## src/hw/pfag_pkg.sv

```systemverilog
package pfag_pkg;

  // ----------------------------------------------------------------
  // Port geometry
  // ----------------------------------------------------------------
  localparam int PIN_COUNT     = 8;
  localparam int ANALOG_PINS   = 7;
  localparam int FIRST_CHANNEL = 5;
  localparam int PIN_C2_OUT    = 1;
  localparam int PIN_C1_OUT    = 2;
  localparam int PIN_CMP_LO    = 3;
  localparam int PIN_CMP_HI    = 6;
  localparam int PIN_REF       = 5;
  localparam int PIN_SELECT    = 7;

  // ----------------------------------------------------------------
  // Register byte offsets
  // ----------------------------------------------------------------
  localparam logic [7:0] OFS_DIRECTION = 8'h00;
  localparam logic [7:0] OFS_LEVEL     = 8'h04;
  localparam logic [7:0] OFS_LATCH     = 8'h08;
  localparam logic [7:0] OFS_ANALOG    = 8'h0C;
  localparam logic [7:0] OFS_COMPARE   = 8'h10;
  localparam logic [7:0] OFS_REFOUT    = 8'h14;

  // ----------------------------------------------------------------
  // Field layout
  // ----------------------------------------------------------------
  localparam int         PCFG_LSB     = 0;
  localparam int         VCFG_LSB     = 4;
  localparam logic [4:0] PCFG_LIMIT   = 5'h0E;
  localparam int         CM_LSB       = 0;
  localparam int         SWITCH_BIT   = 3;
  localparam int         INV_ONE_BIT  = 4;
  localparam int         INV_TWO_BIT  = 5;
  localparam int         RES_ONE_BIT  = 6;
  localparam int         RES_TWO_BIT  = 7;
  localparam logic [2:0] CM_OFF       = 3'h7;
  localparam logic [2:0] CM_BOTH_OUT  = 3'h3;
  localparam logic [2:0] CM_TWO_OUT   = 3'h5;

  // ----------------------------------------------------------------
  // Reset values
  // ----------------------------------------------------------------
  localparam logic [7:0] DIR_RESET    = 8'hFF;
  localparam logic [7:0] LATCH_RESET  = 8'h00;
  localparam logic [5:0] ANALOG_RESET = 6'h00;
  localparam logic [5:0] CMP_RESET    = 6'h07;
  localparam logic [6:0] MASK_RESET   = 7'h7F;

  // ----------------------------------------------------------------
  // Carriers
  // ----------------------------------------------------------------
  typedef struct packed {
    logic        cyc;
    logic        stb;
    logic        we;
    logic [7:0]  adr;
    logic [3:0]  sel;
    logic [31:0] dat;
  } pfag_wb_req_type;

  typedef struct packed {
    logic        ack;
    logic [31:0] dat;
  } pfag_wb_rsp_type;

  typedef struct packed {
    logic dir;
    logic latch;
    logic alt_en;
    logic alt_val;
    logic analog;
    logic kill;
  } pfag_pin_ctrl_type;

  typedef enum logic {BUS_IDLE, BUS_ACK} pfag_bus_state_type;

endpackage

```

## src/hw/pfag_channel_decode.sv

```systemverilog
`timescale 1ns/1ps
module pfag_channel_decode
  import pfag_pkg::*;
#(
  parameter int PINS  = ANALOG_PINS,
  parameter int FIRST = FIRST_CHANNEL
) (
  // Configuration
  input  wire logic [3:0]      pcfg_i,
  // Analog selection
  output logic      [PINS-1:0] analog_o
);

  if (PINS < 1 || FIRST + PINS > 15) begin : g_check
    $error("pfag_channel_decode: channel range out of reach");
  end

  // Lower channels stay analog longest; all-ones code frees every pin
  always_comb begin
    for (int p = 0; p < PINS; p++) begin
      analog_o[p] = (5'({1'b0, pcfg_i}) + 5'(FIRST + p)) <= PCFG_LIMIT;
    end
  end

endmodule

```

## src/hw/pfag_pin_cell.sv

```systemverilog
`timescale 1ns/1ps
module pfag_pin_cell
  import pfag_pkg::*;
(
  // Clock and reset
  input  wire logic              clk_i,
  input  wire logic              rst_i,
  // Control
  input  wire pfag_pin_ctrl_type ctrl_i,
  // Pad
  input  wire logic              pad_i,
  output logic                   pad_o,
  output logic                   pad_oe_o,
  // Sampled level
  output logic                   level_o
);

  typedef struct packed {
    logic out;
    logic oe;
    logic level;
  } pfag_cell_state_type;

  pfag_cell_state_type state_ff;
  pfag_cell_state_type nxt_state;

  always_comb begin
    nxt_state       = state_ff;
    nxt_state.oe    = !ctrl_i.dir && !ctrl_i.kill;
    nxt_state.out   = ctrl_i.alt_en ? ctrl_i.alt_val : ctrl_i.latch;
    // Input buffer gated off so an analog level never toggles logic
    nxt_state.level = pad_i && !ctrl_i.analog && !ctrl_i.kill;
  end

  always_ff @(posedge clk_i) begin
    if (rst_i) begin
      state_ff <= '0;
    end else begin
      state_ff <= nxt_state;
    end
  end

  assign pad_o    = state_ff.out;
  assign pad_oe_o = state_ff.oe;
  assign level_o  = state_ff.level;

endmodule

```

## src/hw/pfag_port.sv

```systemverilog
// The address map and the Wishbone register port were chosen for this implementation.
`timescale 1ns/1ps
// How it works
// Output pin drives its latch bit; analog enable leaves that drive alone.
// Input pin is sampled digitally, but reads zero while its analog input is on.
// Reset makes pins 0..2 analog channels five to seven, direction input.
// Reset makes pins 3..6 analog channels eight to eleven, also comparator inputs.
// Comparator two result overrides the latch on output pin 1 when routed.
// Comparator one result overrides the latch on output pin 2 when routed.
// Reference output on pin 5 kills its driver and input path.
// Pin 7 is digital only; as input it feeds the serial slave select.
// Analog config bits 7:6 read zero; 5:4 reference select, 3:0 pin config.
// Software writes 0x0F to analog config before trusting digital reads.
// Each direction bit steers its own pin; one means input.
// Direction one floats the driver; zero drives the latch onto the pin.
// Latch register reads back the latch, not the pin levels.
// After reset pins 6:0 are analog and read as zero.
// Comparator mode bits decide whether pins 1 and 2 carry comparator outputs.
// Level address writes go to the latch; reads return sampled pin levels.
// Direction, latch and level registers are eight bits, bit n is pin n.
module pfag_port
  import pfag_pkg::*;
(
  // Clock and reset
  input  wire logic                   clk_i,
  input  wire logic                   rst_i,
  // Register bus
  input  wire pfag_wb_req_type        wb_req_i,
  output pfag_wb_rsp_type             wb_rsp_o,
  // Port pins
  input  wire logic [PIN_COUNT-1:0]   pin_in_i,
  output logic      [PIN_COUNT-1:0]   pin_out_o,
  output logic      [PIN_COUNT-1:0]   pin_oe_o,
  // Comparator results before inversion
  input  wire logic                   comparator_one_raw_i,
  input  wire logic                   comparator_two_raw_i,
  // Analog side controls
  output logic      [ANALOG_PINS-1:0] analog_enable_o,
  output logic      [1:0]             vref_select_o,
  output logic      [2:0]             comparator_mode_o,
  output logic                        comparator_input_switch_o,
  output logic                        comparator_reference_output_o,
  // Serial slave select
  output logic                        serial_slave_select_one_n_o
);

  // ----------------------------------------------------------------
  // State
  // ----------------------------------------------------------------
  typedef struct packed {
    pfag_bus_state_type     bus;
    logic                   ack;
    logic [7:0]             rdat;
    logic [PIN_COUNT-1:0]   dir;
    logic [PIN_COUNT-1:0]   latch;
    logic [5:0]             analog_cfg;
    logic [5:0]             cmp_cfg;
    logic                   refout;
    logic                   c1_res;
    logic                   c2_res;
    logic [ANALOG_PINS-1:0] mask;
    logic                   ss_n;
  } pfag_state_type;

  pfag_state_type state_ff;
  pfag_state_type nxt_state;

  // ----------------------------------------------------------------
  // Elaboration checks
  // ----------------------------------------------------------------
  // Register map holds one bit per pin in a single byte lane
  if (PIN_COUNT != 8) begin : g_chk_width
    $error("pfag_port: pin count must fill one byte lane");
  end
  // Digital-only select pin must sit above every analog pin
  if (ANALOG_PINS >= PIN_COUNT || PIN_SELECT < ANALOG_PINS) begin : g_chk_analog
    $error("pfag_port: analog pins overlap the select pin");
  end
  // Comparator inputs and reference output live on analog pins
  if (PIN_CMP_LO > PIN_CMP_HI || PIN_CMP_HI >= ANALOG_PINS) begin : g_chk_cmp
    $error("pfag_port: comparator input pins out of range");
  end
  if (PIN_REF >= ANALOG_PINS) begin : g_chk_ref
    $error("pfag_port: reference output pin out of range");
  end
  // Result pins take the comparator override in the pin cell
  if (PIN_C1_OUT >= ANALOG_PINS || PIN_C2_OUT >= ANALOG_PINS) begin : g_chk_res
    $error("pfag_port: comparator result pins out of range");
  end

  // ----------------------------------------------------------------
  // Derived controls
  // ----------------------------------------------------------------
  logic [ANALOG_PINS-1:0] decode_mask;
  logic [ANALOG_PINS-1:0] cmp_mask;
  logic [PIN_COUNT-1:0]   level;
  logic [2:0]             cmp_mode;
  logic                   route_c1;
  logic                   route_c2;
  logic                   cmp_on;
  logic                   wr_hit;
  logic [7:0]             wdat;
  logic [7:0]             rd_value;
  logic [7:0]             analog_read;
  logic [7:0]             cmp_read;
  pfag_pin_ctrl_type      ctrl [PIN_COUNT];

  assign cmp_mode = state_ff.cmp_cfg[CM_LSB +: 3];
  assign cmp_on   = cmp_mode != CM_OFF;
  assign route_c2 = (cmp_mode == CM_BOTH_OUT) || (cmp_mode == CM_TWO_OUT);
  assign route_c1 = cmp_mode == CM_BOTH_OUT;

  pfag_channel_decode #(
    .PINS  (ANALOG_PINS),
    .FIRST (FIRST_CHANNEL)
  ) u_decode (
    .pcfg_i   (state_ff.analog_cfg[PCFG_LSB +: 4]),
    .analog_o (decode_mask)
  );

  // Comparator inputs claim pins 3..6 whenever a comparator runs
  always_comb begin
    cmp_mask = '0;
    for (int p = PIN_CMP_LO; p <= PIN_CMP_HI; p++) begin
      cmp_mask[p] = cmp_on;
    end
  end

  // ----------------------------------------------------------------
  // Pin cells
  // ----------------------------------------------------------------
  always_comb begin
    for (int p = 0; p < PIN_COUNT; p++) begin
      ctrl[p].dir     = state_ff.dir[p];
      ctrl[p].latch   = state_ff.latch[p];
      ctrl[p].alt_en  = 1'b0;
      ctrl[p].alt_val = 1'b0;
      ctrl[p].analog  = 1'b0;
      ctrl[p].kill    = 1'b0;
    end
    for (int p = 0; p < ANALOG_PINS; p++) begin
      ctrl[p].analog = state_ff.mask[p];
    end
    // Pin 7 keeps analog low: it has no analog function
    ctrl[PIN_C2_OUT].alt_en  = route_c2;
    ctrl[PIN_C2_OUT].alt_val = state_ff.c2_res;
    ctrl[PIN_C1_OUT].alt_en  = route_c1;
    ctrl[PIN_C1_OUT].alt_val = state_ff.c1_res;
    ctrl[PIN_REF].kill       = state_ff.refout;
  end

  for (genvar g = 0; g < PIN_COUNT; g++) begin : g_pin
    pfag_pin_cell u_cell (
      .clk_i    (clk_i),
      .rst_i    (rst_i),
      .ctrl_i   (ctrl[g]),
      .pad_i    (pin_in_i[g]),
      .pad_o    (pin_out_o[g]),
      .pad_oe_o (pin_oe_o[g]),
      .level_o  (level[g])
    );
  end

  // ----------------------------------------------------------------
  // Read mux
  // ----------------------------------------------------------------
  always_comb begin
    analog_read = {2'b00, state_ff.analog_cfg};
    cmp_read    = {state_ff.c2_res, state_ff.c1_res, state_ff.cmp_cfg};
    case (wb_req_i.adr)
      OFS_DIRECTION: begin
        rd_value = state_ff.dir;
      end
      OFS_LEVEL: begin
        rd_value = level;
      end
      OFS_LATCH: begin
        rd_value = state_ff.latch;
      end
      OFS_ANALOG: begin
        rd_value = analog_read;
      end
      OFS_COMPARE: begin
        rd_value = cmp_read;
      end
      OFS_REFOUT: begin
        rd_value = {7'h00, state_ff.refout};
      end
      default: begin
        rd_value = 8'h00;
      end
    endcase
  end

  // ----------------------------------------------------------------
  // Bus and register update
  // ----------------------------------------------------------------
  // Writes land on the edge where the master sees ack, never earlier
  assign wr_hit = (state_ff.bus == BUS_ACK) && wb_req_i.cyc && wb_req_i.stb
                  && wb_req_i.we && wb_req_i.sel[0];
  assign wdat   = wb_req_i.dat[7:0];

  always_comb begin
    nxt_state = state_ff;
    case (state_ff.bus)
      BUS_IDLE: begin
        if (wb_req_i.cyc && wb_req_i.stb) begin
          nxt_state.ack  = 1'b1;
          nxt_state.rdat = rd_value;
          nxt_state.bus  = BUS_ACK;
        end
      end
      BUS_ACK: begin
        nxt_state.ack = 1'b0;
        nxt_state.bus = BUS_IDLE;
      end
      default: begin
        nxt_state.ack = 1'b0;
        nxt_state.bus = BUS_IDLE;
      end
    endcase

    if (wr_hit) begin
      case (wb_req_i.adr)
        OFS_DIRECTION: begin
          nxt_state.dir = wdat;
        end
        OFS_LEVEL, OFS_LATCH: begin
          nxt_state.latch = wdat;
        end
        OFS_ANALOG: begin
          nxt_state.analog_cfg = wdat[5:0];
        end
        OFS_COMPARE: begin
          nxt_state.cmp_cfg = wdat[5:0];
        end
        OFS_REFOUT: begin
          nxt_state.refout = wdat[0];
        end
        default: begin
          nxt_state.refout = state_ff.refout;
        end
      endcase
    end

    // Comparator result, inverted when its invert bit is set, one cycle behind the raw input
    nxt_state.c1_res = comparator_one_raw_i ^ state_ff.cmp_cfg[INV_ONE_BIT];
    nxt_state.c2_res = comparator_two_raw_i ^ state_ff.cmp_cfg[INV_TWO_BIT];
    nxt_state.mask   = decode_mask | cmp_mask;
    // Inactive high whenever pin 7 is not an input
    nxt_state.ss_n   = state_ff.dir[PIN_SELECT] ? level[PIN_SELECT] : 1'b1;
  end

  always_ff @(posedge clk_i) begin
    if (rst_i) begin
      state_ff.bus        <= BUS_IDLE;
      state_ff.ack        <= 1'b0;
      state_ff.rdat       <= 8'h00;
      state_ff.dir        <= DIR_RESET;
      state_ff.latch      <= LATCH_RESET;
      state_ff.analog_cfg <= ANALOG_RESET;
      state_ff.cmp_cfg    <= CMP_RESET;
      state_ff.refout     <= 1'b0;
      state_ff.c1_res     <= 1'b0;
      state_ff.c2_res     <= 1'b0;
      state_ff.mask       <= MASK_RESET;
      state_ff.ss_n       <= 1'b1;
    end else begin
      state_ff <= nxt_state;
    end
  end

  // ----------------------------------------------------------------
  // Outputs
  // ----------------------------------------------------------------
  assign wb_rsp_o.ack                  = state_ff.ack;
  assign wb_rsp_o.dat                  = {24'h000000, state_ff.rdat};
  assign analog_enable_o               = state_ff.mask;
  assign vref_select_o                 = state_ff.analog_cfg[VCFG_LSB +: 2];
  assign comparator_mode_o             = cmp_mode;
  assign comparator_input_switch_o     = state_ff.cmp_cfg[SWITCH_BIT];
  assign comparator_reference_output_o = state_ff.refout;
  assign serial_slave_select_one_n_o   = state_ff.ss_n;

endmodule

```

## config.mk

```make
export PLATFORM = sky130hd
export DESIGN_NAME = pfag_port
export DESIGN_NICKNAME = d
export VERILOG_FILES = /design/src/hw/pfag_pkg.sv /design/src/hw/pfag_channel_decode.sv /design/src/hw/pfag_pin_cell.sv /design/src/hw/pfag_port.sv
export SDC_FILE = /design/constraint.sdc
export NUM_CORES = 1
export LEC_CHECK = 0
export BUFFER_PORTS_ARGS = -buffer_cell sky130_fd_sc_hd__buf_2
export CORE_MARGIN = 2
export CORE_UTILIZATION = 40
export DETAILED_ROUTE_END_ITERATION = 7
export GPL_TIMING_DRIVEN = 0
export PLACE_DENSITY = 0.72
export SLEW_MARGIN = 20
export SYNTH_ARGS = -nofsm -noshare
export SYNTH_HDL_FRONTEND = slang
export SYNTH_SLANG_ARGS = --single-unit
```

## constraint.sdc

```tcl
create_clock -name clk_i -period 2.06 [get_ports clk_i]
set_input_delay 0.412 -clock clk_i [delete_from_list [all_inputs] [get_ports clk_i]]
set_output_delay 0.412 -clock clk_i [all_outputs]
set_load 0.01 [all_outputs]
```

==> summary.md <==
| Metric | Value |
|---|---|
| Outcome | `complete, no violations` |
| Arr. time, crit path | `2220 ps` |
| Max Fanout on Critical Path | `10` |
| Boundary Pins | `123` |
| Hold/Removal Path Class | `in -> reg` |
| Number of synthesized flops with an enable pin | `0` |
| Clock Path Buffers | `2` |
| CTS buffer count | `9` |
| Detail Placement HPWL | `6840 um` |
| NumNets Final | `563` |
| Slew Limit Headroom | `42.8%` |
| Post-Syn Area | `3570 um2` |
| RePlAce Congestion | `0.900` |
| Crit end category | `flop` |
| CTS Hold Bufs | `0` |
| Nature of the critical path startpoint | `flop` |
| H-Tree Depth | `3` |
| Area grow syn2layout | `22.9%` |
| Remaining Overflow, GRT | `0` |
| CTS tree | `built` |
| Peak Freq | `515 MHz` |
| Clk root buf | `clkbuf_8` |
| Die area | `9690 um2` |
| Clk slew on worst S/H paths | `80 ps` |
| # diodes | `0` |
| First-pass GRT wire length | `13900 um` |
| DRT antenna net count | `0` |
| Total core area | `8680 um2` |
| 1st-pass router iterations | `5` |
| Final Cell Area | `4390 um2` |
| Worst setup path class | `reg -> reg` |
| Cells after Synth | `389` |
| Via density per instance | `4.96` |
| Placement Cell Area | `4140 um2` |
| Total track usage | `18.4%` |
| Final-report hold violation count | `0` |
| Leakage | `0.00197 uW` |
| Fin. max-slew vios | `0` |
| Initial Util | `41.1%` |
| Worst skew pair latency | `360 ps` |
| Commonest non-fill, non-tap cell in the layout | `dfxtp_1` |
| Fin Hold WS | `275 ps` |
| Skew final | `7.37 ps` |
| Mean Syn Cell Area | `9.17 um2` |
| Antenna violations before repair | `0` |
| Final setup violation count | `0` |
| Yosys reg bits | `73` |
| Worst-Margin Slew | `850 ps` |
| Peak VDD IR | `0.000240 V` |
| Yosys cell types | `51` |
| I/O Buffers | `71` |
| Top FF cell, synth | `dfxtp_1` |
| Most frequent cells in the layout | `dfxtp_1 (72), buf_2 (71), buf_4 (61), nor2_1 (36), conb_1 (24)` |
| Final Critical Period | `1940 ps` |
| Layout cells sized above 1 | `33.2%` |
| Largest net degree at the start of global routing | `13` |
| CTS Sinks | `73` |
| # DRC | `0` |
| Final WL | `9110 um` |
| Crit share post-route | `94.2%` |
| Row count | `34` |
| Routed wire length per instance | `15.0 um` |
| Drt initial violations | `168` |
| Synthesis Warnings | `0` |
| Vias in the first global route | `2762` |
| RSZ-0062 raised after global routing | `false` |
| Maxcap violations | `0` |
| Die span in x | `98.4 um` |
| Seq/Total Area, Yosys | `41.0%` |
| Die height | `98.4 um` |
| WP data required | `2340 ps` |
| Post-synth ARST share | `0%` |
| P per Cell Area | `638 nW/um2` |
| DR vias | `3018` |
logic make-up after synthesis:
logic type,count (synthesis),share of synthesized area (%)
and+or+nand+nor,117,17.9
buffers and inverters,93,16.4
DFF,73,41.0
AOI/OAI and AO/OA,62,11.5
muxes,29,8.70
adders and majority gates,11,3.72
xor gates and xnor gates,3,0.737
other,1,0.105
cells in the mapped netlist (2+ instances only):
cell | instances | area share (%)
dfxtp_1 | 73 | 41
buf_4 | 61 | 13
nor2_1 | 36 | 3.8
mux2i_1 | 22 | 6.2
o21ai_0 | 21 | 2.9
nand2_1 | 20 | 2.1
inv_1 | 15 | 1.6
nand3_1 | 13 | 1.8
clkbuf_1 | 11 | 1.2
nor2b_1 | 11 | 1.9
a21oi_1 | 9 | 1.3
ha_1 | 9 | 3.2
a22o_1 | 7 | 1.7
a22oi_1 | 7 | 1.5
nor3b_1 | 7 | 1.5
mux2_2 | 6 | 1.9
o41ai_1 | 6 | 1.5
buf_1 | 5 | 0.53
nand2b_1 | 5 | 0.88
nand3b_1 | 3 | 0.63
nand4_1 | 3 | 0.53
nor4_1 | 3 | 0.53
a32oi_1 | 2 | 0.49
maj3_1 | 2 | 0.56
nor3_1 | 2 | 0.28
nor4_2 | 2 | 0.70
o22ai_1 | 2 | 0.35
or4_1 | 2 | 0.42
xnor2_1 | 2 | 0.49
metal layers:
| metal | share of wire (%) | up-vias | track usage [%] | wire length (um) |
|---|---|---|---|---|
| met5 | 0 | - | 0 | 0 |
| met4 | 2.6 | 0 | 8.75 | 241 |
| met3 | 6.4 | 17 | 4.68 | 586 |
| met2 | 48 | 125 | 29.4 | 4420 |
| met1 | 42 | 1395 | 23.3 | 3860 |
| li1 | - | 1481 | - | - |
area by class of cell:
class,count,area (um2)
Multi-Input combinational cell,246,1620
Inverter,15,56.3
Buffer,78,531
Clock buffer,12,155
Fill cell,838,4290
Tap cell,108,135
Clock inverter,4,51.3
Sequential cell,73,1460
Timing Repair Buffer,72,375
worst max-delay path: stages (launching register included):
cell      delay, ps
dfxtp_1         420
clkbuf_2        280
inv_1            70
ha_1            350
nand2b_1        170
a21oi_1          70
maj3_1          370
o21ai_0         140
through the flow:
stage	TNS [ps]	total power [uW]	setup slack [ps]	utilization, %	cells
3_3_place_gp	-4140	1660	-238	47.8	591
6_report	0	2800	120	50.5	608
3_5_place_dp	-6350	1670	-305	47.8	591
4_1_cts	0	2810	72.3	50.2	607
2_1_floorplan	0	1590	93.8	-	412
5_1_grt	0	2900	0.440	50.5	608
timing repair:
| item | in CTS | in global routing |
|---|---|---|
| cloned | 0 | 0 |
| resized for setup | 2 | 3 |
| endpoints found under the setup margin | 2 | 7 |
| buffers inserted | 0 | 1 |
| pin swaps | 0 | 1 |
final timing paths:
kind,startpoint,to,slack [ps],depth (start not counted)
setup / recovery,analog_read[0],analog_enable_o[4],120,7
hold / removal,pin_in_i[7],g_pin[7].u_cell.level_o,280,2
setup reg to reg,analog_read[0],analog_enable_o[4],120,7
hold reg to reg,analog_enable_o[1],g_pin[1].u_cell.level_o,420,1
sequential cells by signal, indices dropped and copies added (netlist names):
register,cells
vref_select_o,2
wb_rsp_o,9
comparator_reference_output_o,1
state_ff,1
ctrl,16
comparator_mode_o,3
analog_read,4
g_pin.u_cell.pad_oe_o,8
analog_enable_o,7
g_pin.u_cell.level_o,8
cmp_read,4
comparator_input_switch_o,1
g_pin.u_cell.pad_o,8
serial_slave_select_one_n_o,1
power by group:
part           internal [uW]  total [uW]  leakage (uW)  switching [uW]
logic                   89.5         218       0.00128             129
clock network            626        1160      0.000103             534
registers               1420        1420      0.000591            4.52
No activity file was read; power rests on OpenSTA's default activity.
